### config.mk
export PLATFORM = sky130hd
export DESIGN_NAME = sync_serial_spi_port
export DESIGN_NICKNAME = d
export VERILOG_FILES = /design/src/sync_serial_pkg.sv /design/src/sync_serial_spi_port.sv
export SDC_FILE = /design/constraint.sdc
export NUM_CORES = 1
export LEC_CHECK = 0
export BUFFER_PORTS_ARGS = -buffer_cell sky130_fd_sc_hd__clkbuf_2
export CORE_UTILIZATION = 52
export CTS_BUF_LIST = sky130_fd_sc_hd__clkbuf_8
export CTS_CLUSTER_SIZE = 30
export DETAILED_ROUTE_END_ITERATION = 10
export MAX_ROUTING_LAYER = met4
export PLACE_DENSITY_LB_ADDON = 0.12
export RECOVER_POWER = 50
export SLEW_MARGIN = 20
export SYNTH_ARGS = -nofsm -noshare
export SYNTH_HDL_FRONTEND = slang
export SYNTH_SLANG_ARGS = --single-unit
### constraint.sdc
create_clock -name pclk -period 2.6 [get_ports pclk]
set_input_delay 0.52 -clock pclk [delete_from_list [all_inputs] [get_ports pclk]]
set_output_delay 0.52 -clock pclk [all_outputs]
set_load 0.005 [all_outputs]
### src/sync_serial_pkg.sv
/*
  Constants, field positions and carrier types of the synchronous
  serial port (spi mode) reached over apb.
  Assumes a 32-bit apb bus on pclk with byte addresses on paddr.
*/
// Summary of operation
// RULE1: software sets options before starting transfers
// RULE2: master drives serial clock, slave receives it
// RULE3: polarity bit sets idle clock level
// RULE4: sample bit picks middle or end sampling
// RULE5: rate only in master, select only slave
// RULE6: shift register moves data msb first, duplex
// RULE7: eight bits in, byte copied to buffer
// RULE8: each copy sets buffer-full and interrupt flag
// RULE9: next byte shifts while old byte waits
// RULE10: busy buffer write dropped, collision flag set
// RULE11: software alone clears the collision flag
// RULE12: reading the buffer clears buffer-full
// RULE13: software reads buffer before next write
// RULE14: shift register reachable only through buffer
// RULE15: enable bit hands pins to serial port
// RULE16: reconfigure by clearing, rewriting, then enabling
// RULE17: data-in pin direction handled by port
// RULE18: software programs data-out, clock, select directions
// RULE19: opposite direction bit overrides serial function
// RULE20: mode 4 shifts only while select low
// RULE21: edge bit picks which transition shifts out
// RULE22: master rate clk/4, /16, /64, timer/2
// RULE23: slave full-buffer completion sets overflow, keeps
// RULE24: idle buffer write loads, master starts

package sync_serial_pkg;

  // register byte offsets
  localparam logic [7:0] CTRL_OFS = 8'h00;
  localparam logic [7:0] STAT_OFS = 8'h04;
  localparam logic [7:0] BUF_OFS  = 8'h08;
  localparam logic [7:0] DIR_OFS  = 8'h0c;
  localparam logic [7:0] EVT_OFS  = 8'h10;

  // field positions
  localparam int CTRL_WRITE_COLLISION_FLAG = 7;
  localparam int CTRL_OVF  = 6;
  localparam int CTRL_EN   = 5;
  localparam int CTRL_CKP  = 4;
  localparam int STAT_SMP  = 7;
  localparam int STAT_CKE  = 6;
  localparam int STAT_BF   = 0;
  localparam int DIR_SDO   = 7;
  localparam int DIR_SCK   = 1;
  localparam int DIR_SS    = 5;
  localparam int EVT_FLAG  = 0;

  // reset values
  localparam logic [7:0] CTRL_RST = 8'h00;
  localparam logic [7:0] DIR_RST  = 8'hff;

  // mode field codes
  localparam logic [3:0] MODE_DIV4   = 4'h0;
  localparam logic [3:0] MODE_DIV16  = 4'h1;
  localparam logic [3:0] MODE_DIV64  = 4'h2;
  localparam logic [3:0] MODE_TIMER  = 4'h3;
  localparam logic [3:0] MODE_SLV_SS = 4'h4;
  localparam logic [3:0] MODE_SLV    = 4'h5;

  // timing counts: pclk cycles per half bit, edges per byte, last bit number
  localparam logic [5:0] HALF_DIV4  = 6'h02;
  localparam logic [5:0] HALF_DIV16 = 6'h08;
  localparam logic [5:0] HALF_DIV64 = 6'h20;
  localparam logic [4:0] EDGES_BYTE = 5'h10;
  localparam logic [3:0] LAST_BIT   = 4'h7;

  typedef enum logic {IDLE, RUN} phase_t;

  typedef struct packed {
    logic sck;
    logic serial_in_pin;
    logic ss_n;
  } pins_in_t;

  typedef struct packed {
    logic sck;
    logic sck_oe_n;
    logic serial_out_pin;
    logic sdo_oe_n;
  } pins_out_t;

  typedef struct packed {
    logic [7:0]  serial_port_control;
    logic        sample_phase_bit;
    logic        clock_edge_bit;
    logic        buffer_full_flag;
    logic        port_interrupt_flag;
    logic [7:0]  pin_direction;
    logic [7:0]  transfer_buffer;
    logic [7:0]  shift_register;
    logic [7:0]  rx_shift;
    phase_t      phase;
    logic [4:0]  edge_cnt;
    logic [3:0]  bit_cnt;
    logic [5:0]  div_cnt;
    logic        sck_level;
    logic [2:0]  sck_sync;
    logic [1:0]  sdi_sync;
    logic [1:0]  ss_sync;
    logic [31:0] prdata;
    logic        pready;
    logic        pslverr;
    pins_out_t   pins;
  } state_t;

endpackage

### src/sync_serial_spi_port.sv
/*
  Synchronous serial port in spi mode: apb register file, master
  clock generator, slave clock follower, msb-first shift logic,
  double-buffered receive and pin drive with direction overrides.
  Assumes pins arrive asynchronously and timer_tick is a one-cycle
  pulse on pclk.
*/
`timescale 1ns/1ps

module sync_serial_spi_port (
  input  wire logic                      pclk,
  input  wire logic                      presetn,
  input  wire logic                      psel,
  input  wire logic                      penable,
  input  wire logic                      pwrite,
  input  wire logic [7:0]                paddr,
  input  wire logic [31:0]               pwdata,
  output logic [31:0]                    prdata,
  output logic                           pready,
  output logic                           pslverr,
  input  wire logic                      timer_tick,
  input  wire sync_serial_pkg::pins_in_t pins_in,
  output sync_serial_pkg::pins_out_t     pins_out
);
  import sync_serial_pkg::*;

  // registered state and its next value
  state_t     state_reg;
  state_t     state_next;

  // decoded mode, options and clock edge roles
  logic       mode_master;
  logic       mode_slave;
  logic       enabled;
  logic       master;
  logic       slave;
  logic       selected;
  logic       clock_idle_polarity;
  logic       cke;
  logic       late_smp;
  logic       busy;
  logic       half;
  logic       step;
  logic       lead;
  logic       sample;
  logic       shift;
  logic       done;

  // counters, bytes, bus and pin helpers
  logic [4:0] edge_nx;
  logic [5:0] half_len;
  logic [7:0] rx_byte;
  logic [7:0] rdata;
  logic       hit;
  logic       access;
  logic       sdi_bit;
  logic       commit;
  logic       sck_drive;
  logic       sdo_drive;

  // decode of mode and option bits
  always_comb begin
    enabled  = state_reg.serial_port_control[CTRL_EN];
    clock_idle_polarity      = state_reg.serial_port_control[CTRL_CKP];
    cke      = state_reg.clock_edge_bit;
    // clock rate only counts in master, select only in slave [RULE5]
    case (state_reg.serial_port_control[3:0])
      MODE_DIV4, MODE_DIV16, MODE_DIV64, MODE_TIMER: begin
        mode_master = 1'b1;
        mode_slave  = 1'b0;
      end
      MODE_SLV_SS, MODE_SLV: begin
        mode_master = 1'b0;
        mode_slave  = 1'b1;
      end
      default: begin
        // the remaining codes leave the port doing nothing
        mode_master = 1'b0;
        mode_slave  = 1'b0;
      end
    endcase
    master   = enabled && mode_master;
    slave    = enabled && mode_slave;
    // select gates mode 4; an output-programmed select pin deselects
    selected = slave &&
               (state_reg.serial_port_control[3:0] == MODE_SLV ||
                (!state_reg.ss_sync[1] &&
                 state_reg.pin_direction[DIR_SS])); // [RULE20] [RULE19]
    // end-of-time sampling applies in master only [RULE4]
    late_smp = master && state_reg.sample_phase_bit;
    busy     = state_reg.phase == RUN || state_reg.edge_cnt != 5'h00;
    sdi_bit  = state_reg.sdi_sync[1];
  end

  // divider: clk/4, /16, /64 or timer pulse per half bit [RULE22]
  always_comb begin
    case (state_reg.serial_port_control[3:0])
      MODE_DIV4:  half_len = HALF_DIV4;
      MODE_DIV16: half_len = HALF_DIV16;
      MODE_DIV64: half_len = HALF_DIV64;
      default:    half_len = HALF_DIV4;
    endcase
    // timer mode counts timer pulses, not the divider
    if (state_reg.serial_port_control[3:0] == MODE_TIMER) begin
      half = timer_tick;
    end else begin
      half = state_reg.div_cnt == half_len - 6'h01;
    end
  end

  // clock edge detection, edge role and byte completion
  always_comb begin
    step = 1'b0;
    lead = 1'b0;
    if (master && state_reg.phase == RUN) begin
      // master toggles its own clock [RULE2]
      step = half;
      lead = state_reg.sck_level == clock_idle_polarity;
    end else if (selected) begin
      // slave follows the synchronised far-side clock [RULE2]
      step = state_reg.sck_sync[1] != state_reg.sck_sync[2];
      lead = state_reg.sck_sync[2] == clock_idle_polarity;
    end
    edge_nx = state_reg.edge_cnt + 5'h01;
    // sampling sits opposite the shifting edge, or one half later
    sample  = step &&
              (((lead == (cke ^ late_smp)) &&
                !(late_smp && !cke && edge_nx == 5'h01)) ||
               (late_smp && !cke && edge_nx == EDGES_BYTE)); // [RULE4]
    // set edge bit shifts on active-to-idle, clear on idle-to-active
    shift   = step && (lead != cke) && edge_nx != 5'h01; // [RULE21]
    done    = step && edge_nx == EDGES_BYTE;
    // received byte as it stands after this sample
    rx_byte = {state_reg.rx_shift[6:0], sdi_bit};
  end

  // apb read mux; the shift register has no address [RULE14]
  always_comb begin
    rdata = 8'h00;
    hit   = 1'b1;
    case (paddr)
      CTRL_OFS: rdata = state_reg.serial_port_control;
      STAT_OFS: begin
        rdata[STAT_SMP] = state_reg.sample_phase_bit;
        rdata[STAT_CKE] = state_reg.clock_edge_bit;
        rdata[STAT_BF]  = state_reg.buffer_full_flag;
      end
      BUF_OFS:  rdata = state_reg.transfer_buffer;
      DIR_OFS:  rdata = state_reg.pin_direction;
      EVT_OFS:  rdata[EVT_FLAG] = state_reg.port_interrupt_flag;
      default:  hit = 1'b0;
    endcase
  end

  // next state: bus, shifting, flags and pin drive
  always_comb begin
    state_next = state_reg;
    access     = psel && penable;
    commit     = access && state_reg.pready;

    // input synchronisers; data and select read at the second stage, clock at the second and third
    state_next.sck_sync = {state_reg.sck_sync[1:0], pins_in.sck};
    state_next.sdi_sync = {state_reg.sdi_sync[0], pins_in.serial_in_pin};
    state_next.ss_sync  = {state_reg.ss_sync[0], pins_in.ss_n};

    // master divider runs only while a byte is moving
    if (master && state_reg.phase == RUN && !half) begin
      state_next.div_cnt = state_reg.div_cnt + 6'h01;
    end else begin
      state_next.div_cnt = 6'h00;
    end

    // clock edges move the counters and the two shift registers
    if (step) begin
      state_next.edge_cnt = edge_nx;
      if (master) begin
        state_next.sck_level = ~state_reg.sck_level;
      end
    end
    if (shift) begin
      // msb leaves first [RULE6]
      state_next.shift_register = {state_reg.shift_register[6:0],
                                   1'b0};
    end
    if (sample) begin
      // msb arrives first, in step with transmit [RULE6]
      state_next.rx_shift = rx_byte;
      state_next.bit_cnt  = state_reg.bit_cnt + 4'h1;
    end
    if (done) begin
      state_next.edge_cnt = 5'h00;
      state_next.phase    = IDLE;
    end

    // idle master clock rests at the polarity level [RULE3]
    if (!(master && state_reg.phase == RUN)) begin
      state_next.sck_level = clock_idle_polarity;
    end

    // disable or a raised select returns the bit counter to zero
    if (!enabled || (slave && !selected)) begin
      state_next.phase    = IDLE;
      state_next.edge_cnt = 5'h00;
      state_next.bit_cnt  = 4'h0;
      state_next.div_cnt  = 6'h00;
    end

    // apb: access phase one wait cycle, then commit
    if (access && !state_reg.pready) begin
      state_next.pready  = 1'b1;
      state_next.pslverr = !hit;
      state_next.prdata  = pwrite ? 32'h0000_0000 : {24'h000000, rdata};
    end
    // commit edge: writes land and buffer reads clear buffer-full
    if (commit) begin
      state_next.pready  = 1'b0;
      state_next.pslverr = 1'b0;
      if (pwrite) begin
        case (paddr)
          CTRL_OFS: begin
            // software owns clearing of collision and overflow [RULE11]
            state_next.serial_port_control = pwdata[7:0];
          end
          STAT_OFS: begin
            state_next.sample_phase_bit = pwdata[STAT_SMP];
            state_next.clock_edge_bit   = pwdata[STAT_CKE];
          end
          BUF_OFS: begin
            if (busy) begin
              // write dropped while a byte moves [RULE10]
              state_next.serial_port_control[CTRL_WRITE_COLLISION_FLAG] = 1'b1;
            end else begin
              // load shift register at once [RULE24]
              state_next.transfer_buffer = pwdata[7:0];
              state_next.shift_register  = pwdata[7:0];
              state_next.bit_cnt         = 4'h0;
              if (master) begin
                state_next.phase    = RUN; // [RULE24]
                state_next.edge_cnt = 5'h00;
                state_next.div_cnt  = 6'h00;
              end
            end
          end
          DIR_OFS: state_next.pin_direction = pwdata[7:0];
          EVT_OFS: begin
            if (pwdata[EVT_FLAG]) begin
              state_next.port_interrupt_flag = 1'b0;
            end
          end
          default: begin
          end
        endcase
      end else if (paddr == BUF_OFS) begin
        state_next.buffer_full_flag = 1'b0; // [RULE12]
      end
    end

    // completed byte: after the bus so a same-cycle set wins
    if (sample && state_reg.bit_cnt == LAST_BIT) begin
      state_next.bit_cnt = 4'h0;
      if (slave && state_reg.buffer_full_flag) begin
        // unread byte kept, overflow flagged [RULE23]
        state_next.serial_port_control[CTRL_OVF] = 1'b1;
      end else begin
        // received byte to buffer while next may follow [RULE7] [RULE9]
        state_next.transfer_buffer  = rx_byte;
        state_next.buffer_full_flag = 1'b1; // [RULE8]
      end
      state_next.port_interrupt_flag = 1'b1; // [RULE8]
    end

    // pin drive; enable hands pins over [RULE15]
    state_next.pins.sck      = state_next.sck_level;
    // clock output only in master with direction bit clear [RULE2]
    sck_drive = master && !state_reg.pin_direction[DIR_SCK];
    state_next.pins.sck_oe_n = !sck_drive;
    state_next.pins.serial_out_pin      = state_next.shift_register[7];
    // data-out released when deselected or overridden [RULE19]
    sdo_drive = (master || selected) && !state_reg.pin_direction[DIR_SDO];
    state_next.pins.sdo_oe_n = !sdo_drive;
    // data-in has no direction control at all [RULE17]
  end

  // state register
  always_ff @(posedge pclk or negedge presetn) begin
    if (!presetn) begin
      state_reg                     <= '0;
      state_reg.serial_port_control <= CTRL_RST;
      state_reg.pin_direction       <= DIR_RST;
      state_reg.pins.sck_oe_n       <= 1'b1;
      state_reg.pins.sdo_oe_n       <= 1'b1;
    end else begin
      state_reg <= state_next;
    end
  end

  // outputs straight from the state register
  assign prdata   = state_reg.prdata;
  assign pready   = state_reg.pready;
  assign pslverr  = state_reg.pslverr;
  assign pins_out = state_reg.pins;

endmodule

# Yosys cells after proc, flatten, opt, wreduce, memory -nomap -nowiden
# Cells that the tools add are included.
# op_classes
addsub,4
n_reduce_logical,58
eq_ne,22
bitwise_logic,2
muxes,51
# ops
operator,count
$mux W16,7
$mux W8,5
$mux W35,1
$mux W25,1
$mux W6,4
$logic_and A1 B1 Y1,23
$mux W1,19
$eq A8 B4 Y1 const B,2
$pmux W5 S3,1
$eq A4 B3 Y1 const B,3
$logic_not A1 Y1,12
$pmux W6 S2,1
$reduce_bool A2 Y1,6
$mux W9,1
$reduce_and A3 Y1,3
$eq A4 B2 Y1 const B,2
$eq A8 B3 Y1 const B,1
$eq A8 B5 Y1 const B,1
$logic_not A8 Y1,1
$mux W2,4
$mux W4,2
$pmux W2 S4,1
$reduce_and A4 Y1,2
$mux W7,1
24 further kinds,33
# totals
out_inout_bits,38
reg_bits,80
word_cells,162
in_bits,49

# Logic depth before layout (Yosys ltp)
# depth
depth_word,19
depth_mapped,10

# Worst setup path before layout
# OpenSTA, ideal clock, no wires.
# synth_timing
kind,flip-flop to flip-flop
start,register state_reg[100] in the netlist's numbering
end,register state_reg[78] in the netlist's numbering
synth_period_minus_slack_ps,2825
required_ps,2475
stages_incl_launch_ff,10
arrival_ps,2700
setup_slack_ps,-225
cell_sequence,dfrtp_1 -> nor3b_1 -> and2_1 -> ha_1 -> or3_1 -> o311ai_2 -> o21ai_4 -> or4b_1 -> buf_6 -> mux2_4
# synth_rtl
item,line_no,source
"start, declared",sync_serial_spi_port.sv:28,state_t state_reg;
"start signal, assigned",sync_serial_spi_port.sv:293,state_reg <= state_next;

==> results_dict.tcl <==
set metrics [dict create \
    grt_use_total_pct 23.2 \
    dpl-instance-area_um2 4560 \
    cts.htree.levels 3 \
    synth_edf_count 0 \
    use_met3_pct 3.28 \
    syn_to_final_growth_pct 13.2 \
    final_util_pct 61.5 \
    maxSlewViolCount 33 \
    failed_checks "capacitance limit, slew limit, setup timing" \
    leakage_nw 2.34 \
    synthCells 412 \
    worstPathRequired_ps 2840 \
    hpwl_um 6560 \
    largest_reg_flops 50 \
    fin_area_um2 4830 \
    nFillCells 671 \
    cp_slowest_cell "or4b_4" \
    post-place-cells 553 \
    final_layout_size_suffix_gt1_share_pct 30.5 \
    core_area_um2 7850 \
    grt_pass1_vias 2909 \
    rr_startpoint "state_reg[100]" \
    slowest_delay_ps 530 \
    post-place-ws_ps -77.5 \
    grt_pass1_wl_um 14900 \
    syn_area_um2 4260 \
    fmax_mhz 376 \
    tns_ps -346 \
    yosysTopAreaCellShare_pct 40.5 \
    min_path_cells 1 \
    vdd_drop_max_v 0.000262 \
    layoutNonFillerInstCount 574 \
    ys_top_cells_by_area "dfrtp_1 (40%), buf_4 (6.3%), dfstp_2 (6.2%)" \
    synth_common_cells "dfrtp_1 (69), nand2_1 (41), buf_4 (36)" \
    rsz0062_at_grt "yes" \
    yosys.area.top_type "dfrtp_1" \
    nets 522 \
    ys_seq_area_share_pct 46.7 \
    met1_usage_pct 33.3 \
    die_w_um 92.6 \
    first_pass_iters 5 \
    min-delay-start "pins_in[1]" \
    finalSetupViolCount 8 \
    avgRoutedWirePerCell_um 15.6 \
    start_util_pct 54.3 \
    ys_async_sr_fraction_pct 100 \
    clock_skew_ps 12.3 \
    grt_start_max_net_pins 33 \
    cts.sinks 79 \
    maxSlewHeadroom_pct -21.2 \
    cts_buffers 9 \
    holdWs_ps 267 \
    hold_class "in2reg" \
    vias 3053 \
    ys_ff_latch 79 \
    busiest_layer "met2" \
    power_density_nw_per_um2 484 \
    avgSynthCellArea_um2 10.3 \
    drc 0 \
    ios 87 \
    worstHoldEndpoint "state_next[41]" \
    die-area_um2 8570 \
    crit_arrival_ps 2900 \
    start_kind "register" \
    gp_congestion 0.811 \
    rrSetupSlack_ps -60 \
    portBuffers 38 \
    r2r_end "state_reg[79]" \
    die_h_um 92.6 \
    critPathKind "reg2reg" \
    grt-ovfl-total 0 \
    status "complete, but fails checks" \
    antenna_left 0 \
    routed_wl_um 8970 \
    drt_iter0_markers 156 \
    crit_start "state_reg[100]" \
    drt-vias-per-instance 5.32 \
    cap_violations 1 \
    cts_tree "built" \
    reg2regPathDepth 9 \
    total_power_mw 2.34 \
    min_period_over_period_pct 102 \
    path_cells "nor3b_2 -> and2_4 -> ha_4 -> or3_4 -> o311ai_4 -> o21ai_4 -> or4b_4 -> buf_6 -> mux2_4" \
    gr-usage-met2_pct 34.6 \
    hold_viol 0 \
    synth_ff_type "dfrtp_1" \
    critPathMaxFanout 5 \
    grt_antenna_before_repair 0 \
    diodes 0 \
    yosys_warnings 0 \
    setup_ws_ps -56.6 \
    rows 32 \
    end_kind "register" \
    clock_latency_ps 350 \
    worst_pin_slew_ps 1820 \
    cts_buffer_depth 2 \
    synth.most_common_cell "dfrtp_1" \
    clkTransAtPathRegs_ps 90 \
    synth_cell_types 56 \
    layout_min_cycle_time_ps 2660 \
    root_buffer "clkbuf_8" \
]
[where the power goes]
part / leakage [nW] / switching [mW] / internal [mW]
registers: 1.01 / 0.0133 / 1.25
clock network: 0.101 / 0.494 / 0.454
logic: 1.23 / 0.0818 / 0.0462
total: 2.34 / 0.589 / 1.75
[cell families (layout without fill, tap and decap cells)]
logic type                 Yosys count  in the layout  share of synthesized area, %
other                                1             24                        0.0879
buffers and inverters               67            104                          9.36
muxes                               40             40                          11.8
AOI/OAI and AO/OA                   68             68                          10.3
and+or+nand+nor                    139            139                          17.5
DFF                                 79             79                          46.7
xor gates and xnor gates            12             12                          2.46
adders and majority gates            6              6                          1.76
[worst max-delay path: cells and delay by family, from the launching register on]
family,cells,cell delay [ps]
AOI/OAI and AO/OA,2,210
adders and majority gates,1,190
muxes,1,300
DFF,1,400
and+or+nand+nor,4,1300
buffers and inverters,1,170
[cell type report]
cell class	instances	area [µm²]	area share, %
well taps	102	128	2.64
inverters	18	67.6	1.40
repair buffers	70	432	8.94
multi-input cells	289	2010	41.6
flip-flops and latches	79	1990	41.2
clock buffers	9	124	2.57
clock inverters	7	77.6	1.61
[metal layers]
layer	part of all wire, %	vias to the layer above
met4	1.2	0
met2	46	74
met5	0	-
li1	-	1491
met1	49	1479
met3	3.8	9
[cells in the final DEF (no fill, tap or decap), types with 3 or more instances in the layout]
cell      instances
a21oi_1           7
a22o_1            5
and2_1            4
buf_4            28
clkbuf_2         39
clkbuf_8          9
conb_1           24
dfrtp_1          69
dfstp_2          10
ha_1              5
inv_1            18
inv_6             3
mux2_2           21
mux2_4            8
mux2i_1           8
mux4_2            3
nand2_1          41
nand2b_1          5
nand3_1          20
nand4_1           6
nor2_1           19
nor2b_1          11
nor3_1            5
o21a_1            3
o21ai_0          33
o31ai_1           4
or2_2             3
or3_1             3
xnor2_1           5
xor2_1            7
[worst max path at each step]
stage	slack (ps)	end	cells past startpoint
floorplan	-90	state_reg[78]	9
global placement	-60	state_reg[80]	9
detailed placement	-80	state_reg[78]	9
CTS	-50	state_reg[85]	9
global route	-130	state_reg[79]	10
finish	-60	state_reg[79]	9
[repair_timing]
action / in CTS / in global routing
pin swaps: 0 / 3
gates resized for setup: 5 / 3
endpoints found under the setup margin: 8 / 16
hold buffers: 0 / 0
buffers inserted: 4 / 1
cloned: 1 / 0
Note: power is estimated with default switching activity, not from simulation.
